$ cat src/vgs_defs.svh
`ifndef VGS_DEFS_SVH
`define VGS_DEFS_SVH
`define VGS_PORT_MISC_WR     10'h3c2
`define VGS_PORT_STAT0       10'h3c2
`define VGS_PORT_MISC_RD     10'h3cc
`define VGS_PORT_SEQ_IDX     10'h3c4
`define VGS_PORT_SEQ_DATA    10'h3c5
`define VGS_PORT_FEAT_RD     10'h3ca
`define VGS_PORT_CRT_IDX_M   10'h3b4
`define VGS_PORT_CRT_DAT_M   10'h3b5
`define VGS_PORT_STAT1_M     10'h3ba
`define VGS_PORT_CRT_IDX_C   10'h3d4
`define VGS_PORT_CRT_DAT_C   10'h3d5
`define VGS_PORT_STAT1_C     10'h3da
`define VGS_IDX_RESET        3'h0
`define VGS_IDX_CLOCKING     3'h1
`define VGS_IDX_MAPMASK      3'h2
`define VGS_IDX_FONTMAP      3'h3
`define VGS_IDX_MEMMODE      3'h4
`define VGS_MISC_IOSEL       0
`define VGS_MISC_MEMEN       1
`define VGS_MISC_CLK_LO      2
`define VGS_MISC_CLK_HI      3
`define VGS_MISC_PAGE        5
`define VGS_MISC_HPOL        6
`define VGS_MISC_VPOL        7
`define VGS_ST0_IRQ          7
`define VGS_ST0_SENSE        4
`define VGS_ST1_VRTC         3
`define VGS_ST1_DISP         0
`define VGS_RST_ASYNC        0
`define VGS_RST_SYNC         1
`define VGS_CLK_DOT8         0
`define VGS_CLK_SHL2         2
`define VGS_CLK_DIV2         3
`define VGS_CLK_SHL4         4
`define VGS_CLK_OFF          5
`define VGS_MEM_EXT          1
`define VGS_MEM_ODDEVEN      2
`define VGS_MEM_CHAIN4       3
`define VGS_MSC_EXT7         7
`define VGS_MSC_EXT6         6
`define VGS_RESET_MISC       8'h00
`define VGS_RESET_SEQRST     8'h03
`define VGS_RESET_ZERO       8'h00
`define VGS_RESET_MAPMASK    8'h0f
`endif

$ cat src/vgs_pkg.sv
package vgs_pkg;
   typedef struct packed {
      logic       rd;
      logic       wr;
      logic [9:0] addr;
      logic [7:0] wdata;
   } vgs_io_req_s;
   typedef struct packed {
      logic       vsync_neg;
      logic       hsync_neg;
      logic [1:0] dot_clk_sel;
      logic       dot_div2;
      logic       dot8;
      logic [1:0] load_rate;
      logic       screen_off;
      logic       host_mem_en;
      logic       page_upper;
      logic       mem_ext;
      logic       seq_run;
      logic       seq_halt_async;
   } vgs_ctrl_s;
   typedef enum logic [2:0] {
      VGS_RUN   = 3'b001,
      VGS_SYNC  = 3'b010,
      VGS_ASYNC = 3'b100
   } vgs_seq_e;
endpackage

$ cat src/vgs_plane_sel.sv
`timescale 1ns/1ns
`include "vgs_defs.svh"
module vgs_plane_sel (
   // config
   input  wire logic [7:0] map_mask_in,
   input  wire logic [7:0] mem_mode_in,
   // host address
   input  wire logic [1:0] addr_lo_in,
   // plane enables
   output logic [3:0]      plane_en_out
);
   wire       chain4  = mem_mode_in[`VGS_MEM_CHAIN4];
   wire       oddeven = ~mem_mode_in[`VGS_MEM_ODDEVEN];
   wire [3:0] c4_sel  = 4'h1 << addr_lo_in;
   wire [3:0] oe_sel  = addr_lo_in[0] ? 4'ha : 4'h5;
   assign plane_en_out = chain4 ? c4_sel :
                         (oddeven ? (oe_sel & map_mask_in[3:0]) : map_mask_in[3:0]);
endmodule

$ cat src/vgs_regs.sv
// Overview of operation
// - misc bit 0 moves crt timing and status 1 ports between mono and color
// - misc output written at 3c2, read back at 3cc
// - misc bits 7 and 6 set vertical and horizontal sync polarity
// - misc bits 3:2 select dot clock source a, b, or user
// - misc bit 1 enables host access to video memory
// - misc bit 5 picks 64KB page unless extended size bits set
// - status 0 bit 7 shows pending vertical retrace interrupt
// - status 0 bit 4 returns sampled monitor sense level
// - status 1 bit 3 shows vertical retrace active
// - status 1 bit 0 is one while display is blanked for retrace
// - status 1 bits 5:4 return plane pair chosen by the plane diagnostic select input
// - sequencer index at 3c4 holds 3-bit index used by data port
// - reset bit 1 low clears and halts sequencer synchronously
// - reset bit 0 low clears and halts sequencer immediately
// - clocking bit 5 blanks screen while syncs continue
// - clocking bits 4 and 2 set serializer load rate
// - clocking bit 3 halves the dot clock
// - clocking bit 0 chooses 9 or 8 dot character cell
// - map mask bits enable host writes per plane outside chain-four mode
// - font maps a and b formed from split bits, slot order interleaved
// - chain-four uses two low address bits to pick a plane
// - odd/even mode routes even to planes 0,2 and odd to 1,3
`timescale 1ns/1ns
`include "vgs_defs.svh"
module vgs_regs
   import vgs_pkg::*;
(
   // clock and reset
   input  wire logic              clk_in,
   input  wire logic              rst_in,
   // host io
   input  wire vgs_pkg::vgs_io_req_s io_req_in,
   output logic [7:0]             io_rdata_out,
   output logic                   io_hit_out,
   output logic                   crt_sel_out,
   // video status
   input  wire logic              vrtc_irq_in,
   input  wire logic              vretrace_in,
   input  wire logic              display_off_in,
   input  wire logic [7:0]        plane_out_in,
   input  wire logic [1:0]        plane_diag_sel_in,
   input  wire logic              upper_data_monitor_sense_in,
   input  wire logic [7:0]        memory_size_control_in,
   // host memory path
   input  wire logic [1:0]        host_addr_lo_in,
   output logic [3:0]             plane_en_out,
   // controls
   output vgs_pkg::vgs_ctrl_s     ctrl_out,
   output logic [2:0]             font_map_a_out,
   output logic [2:0]             font_map_b_out,
   output logic [2:0]             font_slot_a_out,
   output logic [2:0]             font_slot_b_out
);
   import vgs_pkg::*;
   logic [7:0] misc_q, seqrst_q, clkmode_q, mapmask_q, fontmap_q, memmode_q;
   logic [2:0] idx_q;
   logic       sense_s1_q, sense_s2_q, irq_s1_q, irq_s2_q;
   logic       vr_s1_q, vr_s2_q, doff_s1_q, doff_s2_q;
   logic [7:0] pl_s1_q, pl_s2_q;
   vgs_seq_e   seq_q, seq_d;

   // the video-side status is asynchronous to this clock, so sync it first
   always_ff @(posedge clk_in) begin
      sense_s1_q <= upper_data_monitor_sense_in;
      sense_s2_q <= sense_s1_q;
      irq_s1_q   <= vrtc_irq_in;
      irq_s2_q   <= irq_s1_q;
      vr_s1_q    <= vretrace_in;
      vr_s2_q    <= vr_s1_q;
      doff_s1_q  <= display_off_in;
      doff_s2_q  <= doff_s1_q;
      pl_s1_q    <= plane_out_in;
      pl_s2_q    <= pl_s1_q;
   end

   wire [9:0] a       = io_req_in.addr;
   wire       color   = misc_q[`VGS_MISC_IOSEL];
   wire [9:0] st1_adr = color ? `VGS_PORT_STAT1_C : `VGS_PORT_STAT1_M;
   wire       crt_hit = color ? (a == `VGS_PORT_CRT_IDX_C || a == `VGS_PORT_CRT_DAT_C)
                              : (a == `VGS_PORT_CRT_IDX_M || a == `VGS_PORT_CRT_DAT_M);
   wire       wr_misc = io_req_in.wr && a == `VGS_PORT_MISC_WR;
   wire       wr_idx  = io_req_in.wr && a == `VGS_PORT_SEQ_IDX;
   wire       wr_dat  = io_req_in.wr && a == `VGS_PORT_SEQ_DATA;
   wire       wr_rst  = wr_dat && idx_q == `VGS_IDX_RESET;
   wire       wr_clk  = wr_dat && idx_q == `VGS_IDX_CLOCKING;
   wire       wr_mm   = wr_dat && idx_q == `VGS_IDX_MAPMASK;
   wire       wr_fm   = wr_dat && idx_q == `VGS_IDX_FONTMAP;
   wire       wr_mem  = wr_dat && idx_q == `VGS_IDX_MEMMODE;

   always_ff @(posedge clk_in) begin
      if (rst_in) begin
         misc_q    <= `VGS_RESET_MISC;
         idx_q     <= 3'h0;
         seqrst_q  <= `VGS_RESET_SEQRST;
         clkmode_q <= `VGS_RESET_ZERO;
         mapmask_q <= `VGS_RESET_MAPMASK;
         fontmap_q <= `VGS_RESET_ZERO;
         memmode_q <= `VGS_RESET_ZERO;
      end else begin
         if (wr_misc) misc_q <= io_req_in.wdata;
         if (wr_idx)  idx_q  <= io_req_in.wdata[2:0];
         if (wr_rst)  seqrst_q  <= {6'h00, io_req_in.wdata[1:0]};
         if (wr_clk)  clkmode_q <= {2'h0, io_req_in.wdata[5:2], 1'b0, io_req_in.wdata[0]};
         if (wr_mm)   mapmask_q <= {4'h0, io_req_in.wdata[3:0]};
         if (wr_fm)   fontmap_q <= {2'h0, io_req_in.wdata[5:0]};
         if (wr_mem)  memmode_q <= {4'h0, io_req_in.wdata[3:1], 1'b0};
      end
   end

   // sequencer run state
   always_comb begin
      seq_d = seq_q;
      case (seq_q)
         VGS_RUN: begin
            if (!seqrst_q[`VGS_RST_ASYNC])     seq_d = VGS_ASYNC;
            else if (!seqrst_q[`VGS_RST_SYNC]) seq_d = VGS_SYNC;
         end
         VGS_SYNC, VGS_ASYNC: begin
            if (seqrst_q[1:0] == 2'b11) seq_d = VGS_RUN;
            else if (!seqrst_q[`VGS_RST_ASYNC]) seq_d = VGS_ASYNC;
            else seq_d = VGS_SYNC;
         end
         default: seq_d = VGS_RUN;
      endcase
   end
   always_ff @(posedge clk_in) begin
      if (rst_in) seq_q <= VGS_RUN;
      else        seq_q <= seq_d;
   end

   // status words
   logic [1:0] diag;
   always_comb begin
      case (plane_diag_sel_in)
         2'b00:   diag = {pl_s2_q[2], pl_s2_q[0]};
         2'b01:   diag = {pl_s2_q[5], pl_s2_q[4]};
         2'b10:   diag = {pl_s2_q[3], pl_s2_q[1]};
         default: diag = {pl_s2_q[7], pl_s2_q[6]};
      endcase
   end
   wire [7:0] st0 = {irq_s2_q, 2'b00, sense_s2_q, 4'h0};
   wire [7:0] st1 = {2'b00, diag, vr_s2_q, 2'b00, doff_s2_q};
   logic [7:0] seq_dat;
   always_comb begin
      case (idx_q)
         `VGS_IDX_RESET:    seq_dat = seqrst_q;
         `VGS_IDX_CLOCKING: seq_dat = clkmode_q;
         `VGS_IDX_MAPMASK:  seq_dat = mapmask_q;
         `VGS_IDX_FONTMAP:  seq_dat = fontmap_q;
         `VGS_IDX_MEMMODE:  seq_dat = memmode_q;
         default:           seq_dat = 8'h00;
      endcase
   end

   wire rd = io_req_in.rd;
   wire h_st0 = a == `VGS_PORT_STAT0;
   wire h_mis = a == `VGS_PORT_MISC_RD;
   wire h_idx = a == `VGS_PORT_SEQ_IDX;
   wire h_dat = a == `VGS_PORT_SEQ_DATA;
   wire h_fea = a == `VGS_PORT_FEAT_RD;
   wire h_st1 = a == st1_adr;
   wire rhit  = rd && (h_st0 || h_mis || h_idx || h_dat || h_fea || h_st1);
   wire whit  = io_req_in.wr && (a == `VGS_PORT_MISC_WR || h_idx || h_dat || h_st1);

   // read data registered so it is stable for the slow host strobe
   always_ff @(posedge clk_in) begin
      if (rst_in) io_rdata_out <= 8'h00;
      else if (rd) begin
         if (h_st0)      io_rdata_out <= st0;
         else if (h_mis) io_rdata_out <= misc_q;
         else if (h_idx) io_rdata_out <= {5'h00, idx_q};
         else if (h_dat) io_rdata_out <= seq_dat;
         else if (h_st1) io_rdata_out <= st1;
         else            io_rdata_out <= 8'h00;
      end
   end
   assign io_hit_out  = rhit || whit;
   assign crt_sel_out = crt_hit;

   // control decode
   wire ext_size = memory_size_control_in[`VGS_MSC_EXT7] ||
                   memory_size_control_in[`VGS_MSC_EXT6];
   wire [1:0] ldr = clkmode_q[`VGS_CLK_SHL4] ? 2'd2 :
                    (clkmode_q[`VGS_CLK_SHL2] ? 2'd1 : 2'd0);
   wire [1:0] csel = misc_q[`VGS_MISC_CLK_HI] ? 2'd2 : {1'b0, misc_q[`VGS_MISC_CLK_LO]};
   always_comb begin
      ctrl_out.vsync_neg      = misc_q[`VGS_MISC_VPOL];
      ctrl_out.hsync_neg      = misc_q[`VGS_MISC_HPOL];
      ctrl_out.dot_clk_sel    = csel;
      ctrl_out.dot_div2       = clkmode_q[`VGS_CLK_DIV2];
      ctrl_out.dot8           = clkmode_q[`VGS_CLK_DOT8];
      ctrl_out.load_rate      = ldr;
      ctrl_out.screen_off     = clkmode_q[`VGS_CLK_OFF];
      ctrl_out.host_mem_en    = misc_q[`VGS_MISC_MEMEN];
      ctrl_out.page_upper     = misc_q[`VGS_MISC_PAGE] && !ext_size;
      ctrl_out.mem_ext        = memmode_q[`VGS_MEM_EXT];
      ctrl_out.seq_run        = seq_q == VGS_RUN;
      ctrl_out.seq_halt_async = !seqrst_q[`VGS_RST_ASYNC];
   end
   assign font_map_a_out  = {fontmap_q[5], fontmap_q[3:2]};
   assign font_map_b_out  = {fontmap_q[4], fontmap_q[1:0]};
   assign font_slot_a_out = {font_map_a_out[1:0], font_map_a_out[2]};
   assign font_slot_b_out = {font_map_b_out[1:0], font_map_b_out[2]};

   vgs_plane_sel u_plane (
      .map_mask_in  (mapmask_q),
      .mem_mode_in  (memmode_q),
      .addr_lo_in   (host_addr_lo_in),
      .plane_en_out (plane_en_out)
   );
endmodule

$ cat config.mk
export PLATFORM = sky130hd
export DESIGN_NAME = vgs_regs
export DESIGN_NICKNAME = d
export VERILOG_FILES = /design/src/vgs_pkg.sv /design/src/vgs_plane_sel.sv /design/src/vgs_regs.sv
export VERILOG_INCLUDE_DIRS = /design/src /design/src/src
export SDC_FILE = /design/constraint.sdc
export NUM_CORES = 1
export LEC_CHECK = 0
export BUFFER_PORTS_ARGS = -buffer_cell sky130_fd_sc_hd__clkbuf_2
export CELL_PAD_IN_SITES_DETAIL_PLACEMENT = 0
export CELL_PAD_IN_SITES_GLOBAL_PLACEMENT = 1
export CORE_UTILIZATION = 40
export DETAILED_ROUTE_END_ITERATION = 12
export GPL_TIMING_DRIVEN = 0
export PLACE_DENSITY_LB_ADDON = 0.1
export SYNTH_ARGS = -nofsm -noshare
export SYNTH_HDL_FRONTEND = slang
export SYNTH_SLANG_ARGS = --single-unit
$ cat constraint.sdc
create_clock -name clk_in -period 5.15 [get_ports clk_in]
set_input_delay 0.7725 -clock clk_in [delete_from_list [all_inputs] [get_ports clk_in]]
set_output_delay 0.7725 -clock clk_in [all_outputs]
set_load 0.02 [all_outputs]
==> impl_metrics.tcl <==
set metrics [dict create \
    status "complete, no violations" \
    grt_pass1_vias 2161 \
    timing.final.crit_share_pct 74.20 \
    tightest_slew_ns 1.114 \
    ff2ff_setup_slack_ns 3.00 \
    drv_slew 0 \
    drt_first_pass_iters 4 \
    synth_top_family_by_area "simple AND/OR/NAND/NOR gates" \
    synth.top_cell.area_share_pct 47.18 \
    cts_max_level 3 \
    clk_pin_slew_ns 0.08 \
    cp-startpoint "io_req_in[12]" \
    vias_per_cell 5.047 \
    r2r_cells 5 \
    drtAntennaViolNets 0 \
    synth_area_um2 2800 \
    synthArstFlopShare_pct 0 \
    endpoint "io_hit_out" \
    final_nets 434 \
    relSlewSlack_pct 25.05 \
    synth_area_leader_cell "dfxtp_1" \
    final.setup.tns_ns 0 \
    core_um2 6794 \
    dp_cells 473 \
    hold_viol 0 \
    rsz0062_at_grt "false" \
    hold_ws_ns 0.3315 \
    yosys.area_share.simple_pct 20.55 \
    synth.avg_cell_area_um2 9.365 \
    place_ws_ns 1.292 \
    crit_slowest_cell "nor4_1" \
    grt_max_degree 15 \
    ys.flop_type "dfxtp_1" \
    synthDistinctLibCells 43 \
    cpPeakStageDelay_ns 0.84 \
    path_max_fanout 10 \
    rows 30 \
    die_w_um 85.67 \
    p_leak_nw 1.509 \
    dp_hpwl_mm 5.076 \
    syn_inst 299 \
    timing.final.ws_setup_ns 1.328 \
    cts_tree "built" \
    placement.io_buffers 78 \
    synth-adder-area-share_pct 0 \
    cts_setup_buffers 0 \
    min_period_ns 3.822 \
    die_area_um2 7339 \
    ios 86 \
    drc_errors 0 \
    synth_edf_count 0 \
    crit_chain "clkbuf_2, nand4bb_1, buf_2, nor4_1, clkbuf_1, o32ai_1, o21ai_0, clkbuf_2" \
    cts_buffer_depth 2 \
    gr-total-overflow 0 \
    final_common_cell "clkbuf_2" \
    cap_violations 0 \
    gp_congestion 0.7946 \
    ys_ff_latch 66 \
    drive_above_1_share_pct 30.28 \
    postCtsHoldBufs 0 \
    cp_top_family "simple AND/OR/NAND/NOR gates" \
    layout_common_cells "78 x clkbuf_2, 66 x dfxtp_1, 28 x mux2i_1" \
    crit_type "in2out" \
    cp.arrival_ns 3.05 \
    antenna_found_initial 0 \
    wl_mm 6.975 \
    power_density_nw_per_um2 281.7 \
    clock_sinks 66 \
    max_freq_ghz 0.2617 \
    synth_area_leaders "dfxtp_1 47%, mux2i_1 10%, buf_4 4.0%" \
    path_buf_inv 4 \
    critical_path_cell_count 8 \
    r2r_end "fontmap_q[0]" \
    synthMuxAreaShare_pct 12.42 \
    critPathCaptureType "output pin" \
    synth_xor_area_share_pct 0.3128 \
    root_buffer "clkbuf_8" \
    holdCritPathClass "reg2reg" \
    grt_pass1_wl_mm 10.78 \
    startpoint_type "input pin" \
    synth_nets 345 \
    post_cts_resized 0 \
    yosysSeqAreaShare_pct 47.18 \
    worst_path_most_repeated_cell "clkbuf_2" \
    first_iter_violations 115 \
    final_cells 489 \
    area_growth_pct 24.80 \
    grt_use_total_pct 19.52 \
    vdd.ir_drop.worst_mv 0.1854 \
    vias 2468 \
    setup_viol 0 \
    wl_per_cell_um 14.26 \
    start_util_pct 41.22 \
    ys_warn_count 0 \
    cts_buffers 9 \
    crit_required_ns 4.38 \
    clk_latency_ns 0.35 \
    reg2reg_from "idx_q[0]" \
    skew_ns 0.006075 \
    diodes 0 \
    die_h_um 85.67 \
    synth_compound_area_share_pct 12.02 \
]
## metrics by stage
stage / cell area (µm²) / power, mW / util [%]
after global placement: 3311 / 0.5909 / 48.73
final: 3495 / 0.9844 / 51.44
after CTS: 3495 / 0.9952 / 51.44
after detailed placement: 3311 / 0.5916 / 48.73
after global routing: 3495 / 1.023 / 51.44
after floorplan: 2800 / 0.5604 / -
## logic make-up after synthesis
logic type                count (synthesis)
and+or+nand+nor                         108
xor gates and xnor gates                  1
AOI/OAI and AO/OA                        53
DFF                                      66
buffers and inverters                    40
muxes                                    31
## area by class of cell
cell class	instances	area, µm²
Fill cell	675	3299
Sequential cell	66	1321
Multi-Input combinational cell	193	1269
Timing Repair Buffer	78	390.4
Buffer	33	183.9
Clock buffer	9	123.9
Tap cell	96	120.1
Clock inverter	7	60.06
Inverter	7	26.28
## flip-flops by register name (all words and copies together), names as in the netlist, 2 cells and up
name	flops
misc_q	8
memmode_q	3
fontmap_q	6
mapmask_q	4
idx_q	3
clkmode_q	5
seqrst_q	2
pl_s2_q	8
seq_q	3
io_rdata_out	8
pl_s1_q	8
## per-layer routing
metal  share of wire [%]  routed length (µm)  track usage, %
met1                  49                3427           26.57
met2                  45                3136           29.38
met3                 4.9                 345           5.967
met4                0.93                  65           6.818
met5                   0                   0               0
## cell usage after synthesis, drive strengths merged (2+ instances only)
cell type	instances
nor4b	4
and3	4
nor2	25
nand2b	3
or4b	2
o22ai	5
nand2	26
nor4	4
mux2i	28
inv	6
a211oi	2
mux4	3
a21o	2
a32o	4
o21ai	9
clkbuf	15
nand4b	3
nor3b	5
a31oi	2
buf	18
o211ai	2
nand3	11
a21oi	21
dfxtp	66
nand3b	3
nor3	7
nor2b	6
## where the power goes
group | internal, mW | switching [mW]
Sequential | 0.520 | 0.00231
Clock | 0.182 | 0.223
Combinational | 0.0231 | 0.0338
## worst min-delay path by stage
stage               depth (start not counted)        from  slack [ns]    endpoint
CTS                                         0  sense_s1_q        0.33  sense_s2_q
global placement                            0  pl_s1_q[1]        0.31  pl_s2_q[1]
detailed placement                          0  pl_s1_q[6]        0.31  pl_s2_q[6]
global route                                0  sense_s1_q        0.34  sense_s2_q
finish                                      0  pl_s1_q[6]        0.33  pl_s2_q[6]
floorplan                                   0   doff_s1_q        0.31   doff_s2_q
Note: power is estimated with default switching activity, not from simulation.
